## src/adc_monitor_map.vh

```
// Register offsets, field positions, codes and reset values of the monitor and status block.
`ifndef ADC_MONITOR_MAP_VH
`define ADC_MONITOR_MAP_VH

// ----------------------------------------------------------------
// Register byte addresses (index times four)
// ----------------------------------------------------------------
`define IDX_FAULT_FLAGS     8'h01
`define IDX_REF_CTRL        8'h05
`define IDX_EXC_CTRL        8'h06
`define IDX_SYS_CTRL        8'h09
`define IDX_IO_DIR_DATA     8'h10
`define IDX_IO_FUNCTION     8'h11
`define IDX_CMD             8'h20
`define ADDR_FAULT_FLAGS    8'h04
`define ADDR_REF_CTRL       8'h14
`define ADDR_EXC_CTRL       8'h18
`define ADDR_SYS_CTRL       8'h24
`define ADDR_IO_DIR_DATA    8'h40
`define ADDR_IO_FUNCTION    8'h44
`define ADDR_CMD            8'h80

// ----------------------------------------------------------------
// Field positions
// ----------------------------------------------------------------
`define BIT_POWER_ON        7
`define BIT_READY           6
`define BIT_POS_HIGH        5
`define BIT_POS_LOW         4
`define BIT_NEG_HIGH        3
`define BIT_NEG_LOW         2
`define BIT_REF_THIRD       1
`define BIT_REF_LOW         0
`define BIT_LOW_SWITCH      7
`define BIT_RAIL_MON_EN     3
`define BIT_STATUS_PREPEND  3
`define BIT_CMD_SLEEP       0

// ----------------------------------------------------------------
// Monitor select codes
// ----------------------------------------------------------------
`define MON_TEMP            3'h2
`define MON_ANALOG_SUPPLY   3'h3
`define MON_DIGITAL_SUPPLY  3'h4
`define MON_BURNOUT_0P2     3'h5
`define MON_BURNOUT_1       3'h6
`define MON_BURNOUT_10      3'h7

// ----------------------------------------------------------------
// Reset values
// ----------------------------------------------------------------
`define RST_REF_CTRL        8'h00
`define RST_EXC_CTRL        8'h00
`define RST_SYS_CTRL        8'h10
`define RST_IO_DIR_DATA     8'h00
`define RST_IO_FUNCTION     8'h00
`define STARTUP_CYCLES      8'h10

// ----------------------------------------------------------------
// AXI responses
// ----------------------------------------------------------------
`define RESP_OKAY           2'h0
`define RESP_SLVERR         2'h2

`endif

```

## src/adc_monitor_status_gpio_ctrl.v

```verilog
// Monitor selection, fault status, GPIO and low-side switch control with an AXI4-Lite register slave.
//
// Functional notes
// - Codes 011/100 route analog/digital supply monitor.
// - Supply monitor: inputs disconnected, gain forced one.
// - Codes 101/110/111 enable 0.2/1/10 uA burnout.
// - Burnout: source into positive, sink from negative.
// - Eight-bit fault status readable at 01h.
// - Prepend enable sends status before each result.
// - Rail/reference flags latched per conversion.
// - Power-on flag bit 7, cleared writing 0.
// - Bit 6 shows start-up finished, ready.
// - Four rail flags at bits 5 to 2.
// - Rail monitor gated by enable, works bypassed.
// - Bit 0 below 0.3 V, bit 1 below third.
// - Reference detection enabled by field at 05h.
// - Reference flags update at done falling edge.
// - Function select at 11h picks GPIO per pin.
// - 10h: upper nibble direction, lower nibble data.
// - Input reads pin; output drives written data.
// - Switch control at 06h: 1 closes, 0 opens.
// - Sleep command opens the low-side switch.
// - After reset switch open, control bit default.
// - Code 010 routes temperature sensor, inputs off.
`include "adc_monitor_map.vh"

module adc_monitor_status_gpio_ctrl (
   // Clock and reset
   input  wire        ref_clk,
   input  wire        rst,
   // AXI4-Lite slave
   input  wire [7:0]  s_axi_awaddr,
   input  wire        s_axi_awvalid,
   output reg         s_axi_awready,
   input  wire [31:0] s_axi_wdata,
   input  wire [3:0]  s_axi_wstrb,
   input  wire        s_axi_wvalid,
   output reg         s_axi_wready,
   output reg  [1:0]  s_axi_bresp,
   output reg         s_axi_bvalid,
   input  wire        s_axi_bready,
   input  wire [7:0]  s_axi_araddr,
   input  wire        s_axi_arvalid,
   output reg         s_axi_arready,
   output reg  [31:0] s_axi_rdata,
   output reg  [1:0]  s_axi_rresp,
   output reg         s_axi_rvalid,
   input  wire        s_axi_rready,
   // Analog comparators and conversion engine
   input  wire        conversionDoneN,
   input  wire        posOutHigh,
   input  wire        posOutLow,
   input  wire        negOutHigh,
   input  wire        negOutLow,
   input  wire        refBelowLow,
   input  wire        refBelowThird,
   input  wire        powerOnEvent,
   input  wire        sleepCommandIn,
   // Analog routing controls
   output reg         analogSupplyMonSel,
   output reg         digitalSupplyMonSel,
   output reg         tempSensorSel,
   output reg         inputsDisconnect,
   output reg         forceUnityGain,
   output reg  [2:0]  burnoutEnable,
   output reg         burnoutSourcePos,
   output reg         burnoutSinkNeg,
   output reg         railMonitorOn,
   output reg  [1:0]  refMonitorOn,
   output reg         statusPrepend,
   output reg  [7:0]  statusByte,
   output reg         lowSideSwitchClosed,
   // GPIO pins
   input  wire [3:0]  gpioIn,
   output reg  [3:0]  gpioOut,
   output reg  [3:0]  gpioOutEnN,
   output reg  [3:0]  gpioFunctionSelect
);

   // ----------------------------------------------------------------
   // Register storage
   // ----------------------------------------------------------------
   reg [7:0] refCtrl;
   reg [7:0] excCtrl;
   reg [7:0] sysCtrl;
   reg [7:0] ioDirData;
   reg [7:0] ioFunction;
   reg [7:0] faultFlags;
   reg [7:0] startupCount;
   reg       doneDelay;
   reg [7:0] awAddr;
   reg [31:0] wData;
   reg [3:0] wStrb;
   reg       awHeld;
   reg       wHeld;

   wire [2:0] monitorSelect = sysCtrl[2:0];
   wire       doneFall      = doneDelay & ~conversionDoneN;
   wire       ready         = (startupCount == 8'h00);
   wire       doWrite       = awHeld & wHeld & ~s_axi_bvalid;
   wire       wrLow         = doWrite & wStrb[0];
   wire [7:0] wrByte        = wData[7:0];

   // Decodes a byte address into a mapped flag.
   function mapped;
      input [7:0] a;
      begin
         mapped = (a == `ADDR_FAULT_FLAGS) || (a == `ADDR_REF_CTRL) || (a == `ADDR_EXC_CTRL) ||
                  (a == `ADDR_SYS_CTRL) || (a == `ADDR_IO_DIR_DATA) || (a == `ADDR_IO_FUNCTION) ||
                  (a == `ADDR_CMD);
      end
   endfunction

   // Data nibble seen on read: pin level for inputs, written value for outputs.
   wire [3:0] dataView;
   genvar gi;
   generate
      for (gi = 0; gi < 4; gi = gi + 1) begin : pinView
         assign dataView[gi] = ioDirData[4 + gi] ? gpioIn[gi] : ioDirData[gi];
      end
   endgenerate

   // ----------------------------------------------------------------
   // Write channel
   // ----------------------------------------------------------------
   // Address and data are held separately so either may arrive first.
   always @(posedge ref_clk) begin
      if (rst) begin
         awHeld        <= 1'b0;
         wHeld         <= 1'b0;
         awAddr        <= 8'h00;
         wData         <= 32'h0000_0000;
         wStrb         <= 4'h0;
         s_axi_awready <= 1'b0;
         s_axi_wready  <= 1'b0;
         s_axi_bvalid  <= 1'b0;
         s_axi_bresp   <= `RESP_OKAY;
      end else begin
         s_axi_awready <= ~awHeld & ~s_axi_awready & s_axi_awvalid;
         s_axi_wready  <= ~wHeld & ~s_axi_wready & s_axi_wvalid;
         if (s_axi_awvalid & s_axi_awready) begin
            awHeld <= 1'b1;
            awAddr <= s_axi_awaddr;
         end
         if (s_axi_wvalid & s_axi_wready) begin
            wHeld <= 1'b1;
            wData <= s_axi_wdata;
            wStrb <= s_axi_wstrb;
         end
         if (doWrite) begin
            s_axi_bvalid <= 1'b1;
            s_axi_bresp  <= mapped(awAddr) ? `RESP_OKAY : `RESP_SLVERR;
         end
         if (s_axi_bvalid & s_axi_bready) begin
            s_axi_bvalid <= 1'b0;
            awHeld       <= 1'b0;
            wHeld        <= 1'b0;
         end
      end
   end

   // ----------------------------------------------------------------
   // Configuration registers
   // ----------------------------------------------------------------
   always @(posedge ref_clk) begin
      if (rst) begin
         refCtrl    <= `RST_REF_CTRL;
         excCtrl    <= `RST_EXC_CTRL;
         sysCtrl    <= `RST_SYS_CTRL;
         ioDirData  <= `RST_IO_DIR_DATA;
         ioFunction <= `RST_IO_FUNCTION;
      end else begin
         if (wrLow && awAddr == `ADDR_REF_CTRL)
            refCtrl <= wrByte;
         if (wrLow && awAddr == `ADDR_EXC_CTRL)
            excCtrl <= wrByte;
         if (wrLow && awAddr == `ADDR_SYS_CTRL)
            sysCtrl <= wrByte;
         if (wrLow && awAddr == `ADDR_IO_DIR_DATA)
            ioDirData <= wrByte;
         if (wrLow && awAddr == `ADDR_IO_FUNCTION)
            ioFunction <= wrByte;
         // Sleep wins over a switch write in the same cycle, so the bridge always powers down.
         if (sleepCommandIn || (wrLow && awAddr == `ADDR_CMD && wrByte[`BIT_CMD_SLEEP]))
            excCtrl[`BIT_LOW_SWITCH] <= 1'b0;
      end
   end

   // ----------------------------------------------------------------
   // Fault status
   // ----------------------------------------------------------------
   // The power-on flag is set by the reset itself; a power-on event arriving with a clear wins.
   always @(posedge ref_clk) begin
      if (rst) begin
         faultFlags   <= 8'h80;
         startupCount <= `STARTUP_CYCLES;
         doneDelay    <= 1'b1;
      end else begin
         doneDelay   <= conversionDoneN;
         if (startupCount != 8'h00)
            startupCount <= startupCount - 8'h01;
         if (wrLow && awAddr == `ADDR_FAULT_FLAGS && !wrByte[`BIT_POWER_ON])
            faultFlags[`BIT_POWER_ON] <= 1'b0;
         if (powerOnEvent)
            faultFlags[`BIT_POWER_ON] <= 1'b1;
         faultFlags[`BIT_READY] <= ready;
         if (doneFall) begin
            // Flags show the last conversion only, not an accumulation.
            faultFlags[`BIT_POS_HIGH] <= excCtrl[`BIT_RAIL_MON_EN] & posOutHigh;
            faultFlags[`BIT_POS_LOW]  <= excCtrl[`BIT_RAIL_MON_EN] & posOutLow;
            faultFlags[`BIT_NEG_HIGH] <= excCtrl[`BIT_RAIL_MON_EN] & negOutHigh;
            faultFlags[`BIT_NEG_LOW]  <= excCtrl[`BIT_RAIL_MON_EN] & negOutLow;
            faultFlags[`BIT_REF_LOW]  <= (refCtrl[7:6] != 2'b00) & refBelowLow;
            faultFlags[`BIT_REF_THIRD] <= (refCtrl[7:6] != 2'b00) & refBelowThird;
         end
      end
   end

   // ----------------------------------------------------------------
   // Read channel
   // ----------------------------------------------------------------
   always @(posedge ref_clk) begin
      if (rst) begin
         s_axi_arready <= 1'b0;
         s_axi_rvalid  <= 1'b0;
         s_axi_rdata   <= 32'h0000_0000;
         s_axi_rresp   <= `RESP_OKAY;
      end else begin
         s_axi_arready <= ~s_axi_rvalid & ~s_axi_arready & s_axi_arvalid;
         if (s_axi_arvalid & s_axi_arready) begin
            s_axi_rvalid <= 1'b1;
            s_axi_rresp  <= mapped(s_axi_araddr) ? `RESP_OKAY : `RESP_SLVERR;
            case (s_axi_araddr)
               `ADDR_FAULT_FLAGS: s_axi_rdata <= {24'h000000, faultFlags};
               `ADDR_REF_CTRL:    s_axi_rdata <= {24'h000000, refCtrl};
               `ADDR_EXC_CTRL:    s_axi_rdata <= {24'h000000, excCtrl};
               `ADDR_SYS_CTRL:    s_axi_rdata <= {24'h000000, sysCtrl};
               `ADDR_IO_DIR_DATA: s_axi_rdata <= {24'h000000, ioDirData[7:4], dataView};
               `ADDR_IO_FUNCTION: s_axi_rdata <= {24'h000000, ioFunction};
               default:           s_axi_rdata <= 32'h0000_0000;
            endcase
         end else if (s_axi_rvalid & s_axi_rready) begin
            s_axi_rvalid <= 1'b0;
         end
      end
   end

   // ----------------------------------------------------------------
   // Analog routing and pin outputs
   // ----------------------------------------------------------------
   always @(posedge ref_clk) begin
      if (rst) begin
         analogSupplyMonSel  <= 1'b0;
         digitalSupplyMonSel <= 1'b0;
         tempSensorSel       <= 1'b0;
         inputsDisconnect    <= 1'b0;
         forceUnityGain      <= 1'b0;
         burnoutEnable       <= 3'h0;
         burnoutSourcePos    <= 1'b0;
         burnoutSinkNeg      <= 1'b0;
         railMonitorOn       <= 1'b0;
         refMonitorOn        <= 2'h0;
         statusPrepend       <= 1'b0;
         statusByte          <= 8'h00;
         lowSideSwitchClosed <= 1'b0;
         gpioOut             <= 4'h0;
         gpioOutEnN          <= 4'hF;
         gpioFunctionSelect  <= 4'h0;
      end else begin
         analogSupplyMonSel  <= (monitorSelect == `MON_ANALOG_SUPPLY);
         digitalSupplyMonSel <= (monitorSelect == `MON_DIGITAL_SUPPLY);
         tempSensorSel       <= (monitorSelect == `MON_TEMP);
         inputsDisconnect    <= (monitorSelect == `MON_TEMP) || (monitorSelect == `MON_ANALOG_SUPPLY) ||
                                (monitorSelect == `MON_DIGITAL_SUPPLY);
         forceUnityGain      <= (monitorSelect == `MON_ANALOG_SUPPLY) ||
                                (monitorSelect == `MON_DIGITAL_SUPPLY);
         burnoutEnable       <= {monitorSelect == `MON_BURNOUT_10, monitorSelect == `MON_BURNOUT_1,
                                 monitorSelect == `MON_BURNOUT_0P2};
         burnoutSourcePos    <= monitorSelect[2] & (monitorSelect[1:0] != 2'b00);
         burnoutSinkNeg      <= monitorSelect[2] & (monitorSelect[1:0] != 2'b00);
         railMonitorOn       <= excCtrl[`BIT_RAIL_MON_EN];
         refMonitorOn        <= refCtrl[7:6];
         statusPrepend       <= sysCtrl[`BIT_STATUS_PREPEND];
         statusByte          <= faultFlags;
         lowSideSwitchClosed <= excCtrl[`BIT_LOW_SWITCH];
         gpioFunctionSelect  <= ioFunction[3:0];
         gpioOut             <= ioDirData[3:0];
         gpioOutEnN          <= ~(ioFunction[3:0] & ~ioDirData[7:4]);
      end
   end

endmodule

```

## config.mk

```make
export PLATFORM = sky130hd
export DESIGN_NAME = adc_monitor_status_gpio_ctrl
export DESIGN_NICKNAME = d
export VERILOG_FILES = /design/src/adc_monitor_status_gpio_ctrl.v
export VERILOG_INCLUDE_DIRS = /design/src /design/src/src
export SDC_FILE = /design/constraint.sdc
export NUM_CORES = 1
export LEC_CHECK = 0
export BUFFER_PORTS_ARGS = -buffer_cell sky130_fd_sc_hd__buf_2
export CAP_MARGIN = 20
export CORE_AREA = 3 3 111 102
export DETAILED_ROUTE_END_ITERATION = 7
export DIE_AREA = 0 0 114 105
export PLACE_DENSITY = 0.82
export SETUP_SLACK_MARGIN = 0.3
export SYNTH_ARGS = -nofsm -noshare
export SYNTH_HDL_FRONTEND = slang
export SYNTH_SLANG_ARGS = --single-unit
```

## constraint.sdc

```tcl
create_clock -name ref_clk -period 2.05 [get_ports ref_clk]
set_input_delay 0.1025 -clock ref_clk [delete_from_list [all_inputs] [get_ports ref_clk]]
set_output_delay 0.1025 -clock ref_clk [all_outputs]
set_load 0.005 [all_outputs]
```

==> flow_metrics.py <==
metrics = {
    "run_status": {
        "status": "finished clean",
    },
    "timing": {
        "final.period_utilization_pct": 83.60,
        "tightest_slew_ns": 0.6237,
        "setup_violations": 0,
        "max_freq_mhz": 583.5,
        "slew_viol_final": 0,
        "period_minus_slack_ns": 1.714,
        "finClkSkew_ns": 0.008626,
        "tns_ns": 0,
        "rsz0062_at_grt": "yes",
        "hold_viol_final": 0,
        "max_slew_margin_pct": 58.08,
    },
    "power": {
        "leakage_nw": 2.911,
        "comb_power_share_pct": 10.0,
        "powerDensity_mw_per_mm2": 912.8,
        "p_int_w": 0.004691,
        "p_switching_w": 0.001502,
        "switching_share_pct": 24.25,
        "clockPowerShare_pct": 47.7,
        "vdd_ir_drop_max_mv": 1.052,
        "power_frac_seq_pct": 42.2,
        "total_power_w": 0.006192,
    },
    "worst_setup_path": {
        "regToRegSetupSlack_ns": 0.34,
        "crit_cells": 5,
        "r2r_cells": 5,
        "crit_path_end_kind": "flip-flop",
        "path_delay_family": "simple AND/OR/NAND/NOR gates",
        "required_ns": 2.38,
        "crit_fanout": 8,
        "endpoint": "sysCtrl[7]",
        "cp-start-kind": "flip-flop",
        "crit_type": "reg -> reg",
        "worstPathArrival_ns": 2.05,
        "timing.rr.start": "awAddr[1]",
        "path_buf_inv": 1,
        "crit_path_start": "awAddr[1]",
        "r2r-end": "sysCtrl[7]",
        "path_cells": "or4b_4, nor2_4, and3_4, buf_8, mux2i_2",
        "critical_path.slowest_cell": "or4b_4",
        "max_stage_delay_ns": 0.55,
    },
    "yosys": {
        "synth_seq_area_share_pct": 47.40,
        "synth_cell_types": 55,
        "synth_seq_cells": 125,
        "syn_avg_cell_area_sq_um": 9.310,
        "synth-edff-count": 0,
        "synth_top_area_share_pct": 47.40,
        "syn-cell-area_sq_mm": 0.005279,
        "syn_inst": 567,
        "yosysWarnings": 0,
        "yosys.area.top_type": "dfxtp_1",
        "async_flop_share_pct": 0,
        "ys.flop_type": "dfxtp_1",
        "synth_area_leaders": "dfxtp_1, mux2i_1, nor2_1, buf_4, a21oi_1",
        "synth.top_cells.by_count": "dfxtp_1, nor2_1, mux2i_1",
        "yosysMostFrequentCell": "dfxtp_1",
    },
    "finish": {
        "diodes": 0,
        "synthToLayoutAreaGrowth_pct": 28.51,
        "instances_no_fill": 835,
        "fin_area_sq_mm": 0.006784,
        "fin_nets": 767,
        "finalCoreUtilization_pct": 66.20,
        "drive_gt1_share_pct": 23.65,
    },
    "min_path": {
        "worstHoldPathType": "in -> reg",
        "whs_path_depth": 3,
    },
    "route": {
        "drc": 0,
        "wl_per_cell_um": 15.67,
        "routed_via_density": 5.326,
        "wirelength_mm": 13.08,
        "drt_iter0_drc": 270,
        "ant_nets": 0,
        "drt_first_pass_iters": 5,
        "vias": 4447,
    },
    "clock_network": {
        "clk_latency_ns": 0.41,
        "clk_path_buf_depth": 2,
        "cts_tree": "done",
        "cts_buffers": 17,
        "clock-root-buffer": "clkbuf_16",
        "htreeDepth": 4,
        "cts.sink_count": 125,
        "clk_pin_slew_ns": 0.06,
    },
    "grt": {
        "grt_pass1_vias": 4236,
        "grt_pass1_wl_mm": 20.82,
        "antenna_found_initial": 0,
        "grt_max_degree": 45,
        "overflow": 0,
        "track_usage_pct": 21.91,
    },
    "floorplan": {
        "die_y_um": 105,
        "die_x_um": 114,
        "core_area_sq_mm": 0.01025,
        "io_pins": 148,
        "initial_utilization_pct": 51.51,
        "dieArea_sq_mm": 0.01197,
        "placementRows": 35,
    },
    "placement": {
        "placedCellCount": 767,
        "placed_area_sq_mm": 0.005778,
        "numPortBuffers": 94,
        "dp_hpwl_mm": 8.860,
        "place_congestion": 0.8891,
    },
    "job": {
        "drv.max_cap_violation_count": 0,
    },
}
-- timing repair --
item                       CTS  global route
pin swaps                    1             5
resized for setup            4            14
hold endpoints to repair    32             0
hold buffers                30             0
setup buffers                2             4
setup endpoints to repair   19            28
-- final cells by class --
cell class,instances,area (sq um)
inverters,9,33.78
multi-input cells,398,2556
repair buffers,142,925.9
clock buffers,20,456.7
fillers,816,3463
well taps,129,161.4
clock inverters,12,137.6
flip-flops and latches,125,2512
-- per-layer routing --
layer	vias to the layer above	global-route usage, %	share of wire [%]	routed length [um]
met3	20	6.080	6.9	905
met2	165	36.41	49	6439
li1	2161	-	-	-
met5	-	0	0	0
met4	0	7.209	1.5	202
met1	2101	27.33	42	5534
-- sequential cells by signal, summed over array words and instances, names as in the netlist, 2 cells and up --
signal and flops:
refMonitorOn 2, wData 8, ioDirData 8, sysCtrl 8, gpioFunctionSelect 4, faultFlags 8, excCtrl 8, gpioOut 4
refCtrl 8, gpioOutEnN 4, burnoutEnable 3, startupCount 8, s_axi_rdata 8, awAddr 8, statusByte 8, ioFunction 8
-- cell usage in the layout, fill, tap and decap left out, drive strengths merged, types with 5 or more instances in the layout --
cell	count
o21ai	12
nor2b	20
dlygate4sd3	30
dfxtp	125
xnor2	5
inv	11
nand3b	17
mux2i	46
conb	26
buf	112
clkinv	6
nor3	8
nor4	6
nor2	56
a21oi	38
nor4b	13
nand3	15
clkbuf	20
a211oi	11
nand2b	30
a221oi	5
nand2	42
-- cells by family (layout without fill, tap and decap cells) --
group,after synthesis,in the layout,synth area share [%]
fa+ha+maj,3,3,0.6636
other cells,1,26,0.07104
compound gates,78,78,8.936
simple gates,234,234,25.31
mux,50,50,9.576
buf+inv,69,183,6.873
flops,125,125,47.40
xor+xnor,7,7,1.161
-- worst register-to-register path: cells and delay by family, from the launching register on --
| family | cells | cell delay [ns] |
|---|---|---|
| simple gates | 3 | 0.92 |
| flops | 1 | 0.35 |
| mux | 1 | 0.22 |
| buf+inv | 1 | 0.14 |
-- power by group through the flow --
stage	combinational [W]	clock, W	sequential, W
final	0.000621	0.00296	0.00262
after global routing	0.000692	0.00311	0.00263
after CTS	0.000602	0.00298	0.00261
after detailed placement	0.000537	0	0.00266
after global placement	0.000506	0	0.00265
after floorplan	0.000428	0	0.00264
-- stage by stage --
step                      setup slack [ns]  hold WS, ns
final                               0.3361      0.04249
after global routing                0.2880      0.04823
after CTS                           0.2867      0.03764
after detailed placement            0.1722       0.2928
after global placement              0.2878       0.2893
after floorplan                     0.3845       0.1812
-- worst min-delay path by stage --
stage                              start  slack, ns       endpoint
after floorplan           sleepCommandIn       0.18     excCtrl[7]
after global placement      powerOnEvent       0.29  faultFlags[7]
after detailed placement    powerOnEvent       0.29  faultFlags[7]
after CTS                  s_axi_awvalid       0.04      awAddr[3]
after global routing       s_axi_awvalid       0.05      awAddr[3]
final                      s_axi_awvalid       0.04      awAddr[3]
Note: power is estimated with default switching activity, not from simulation.
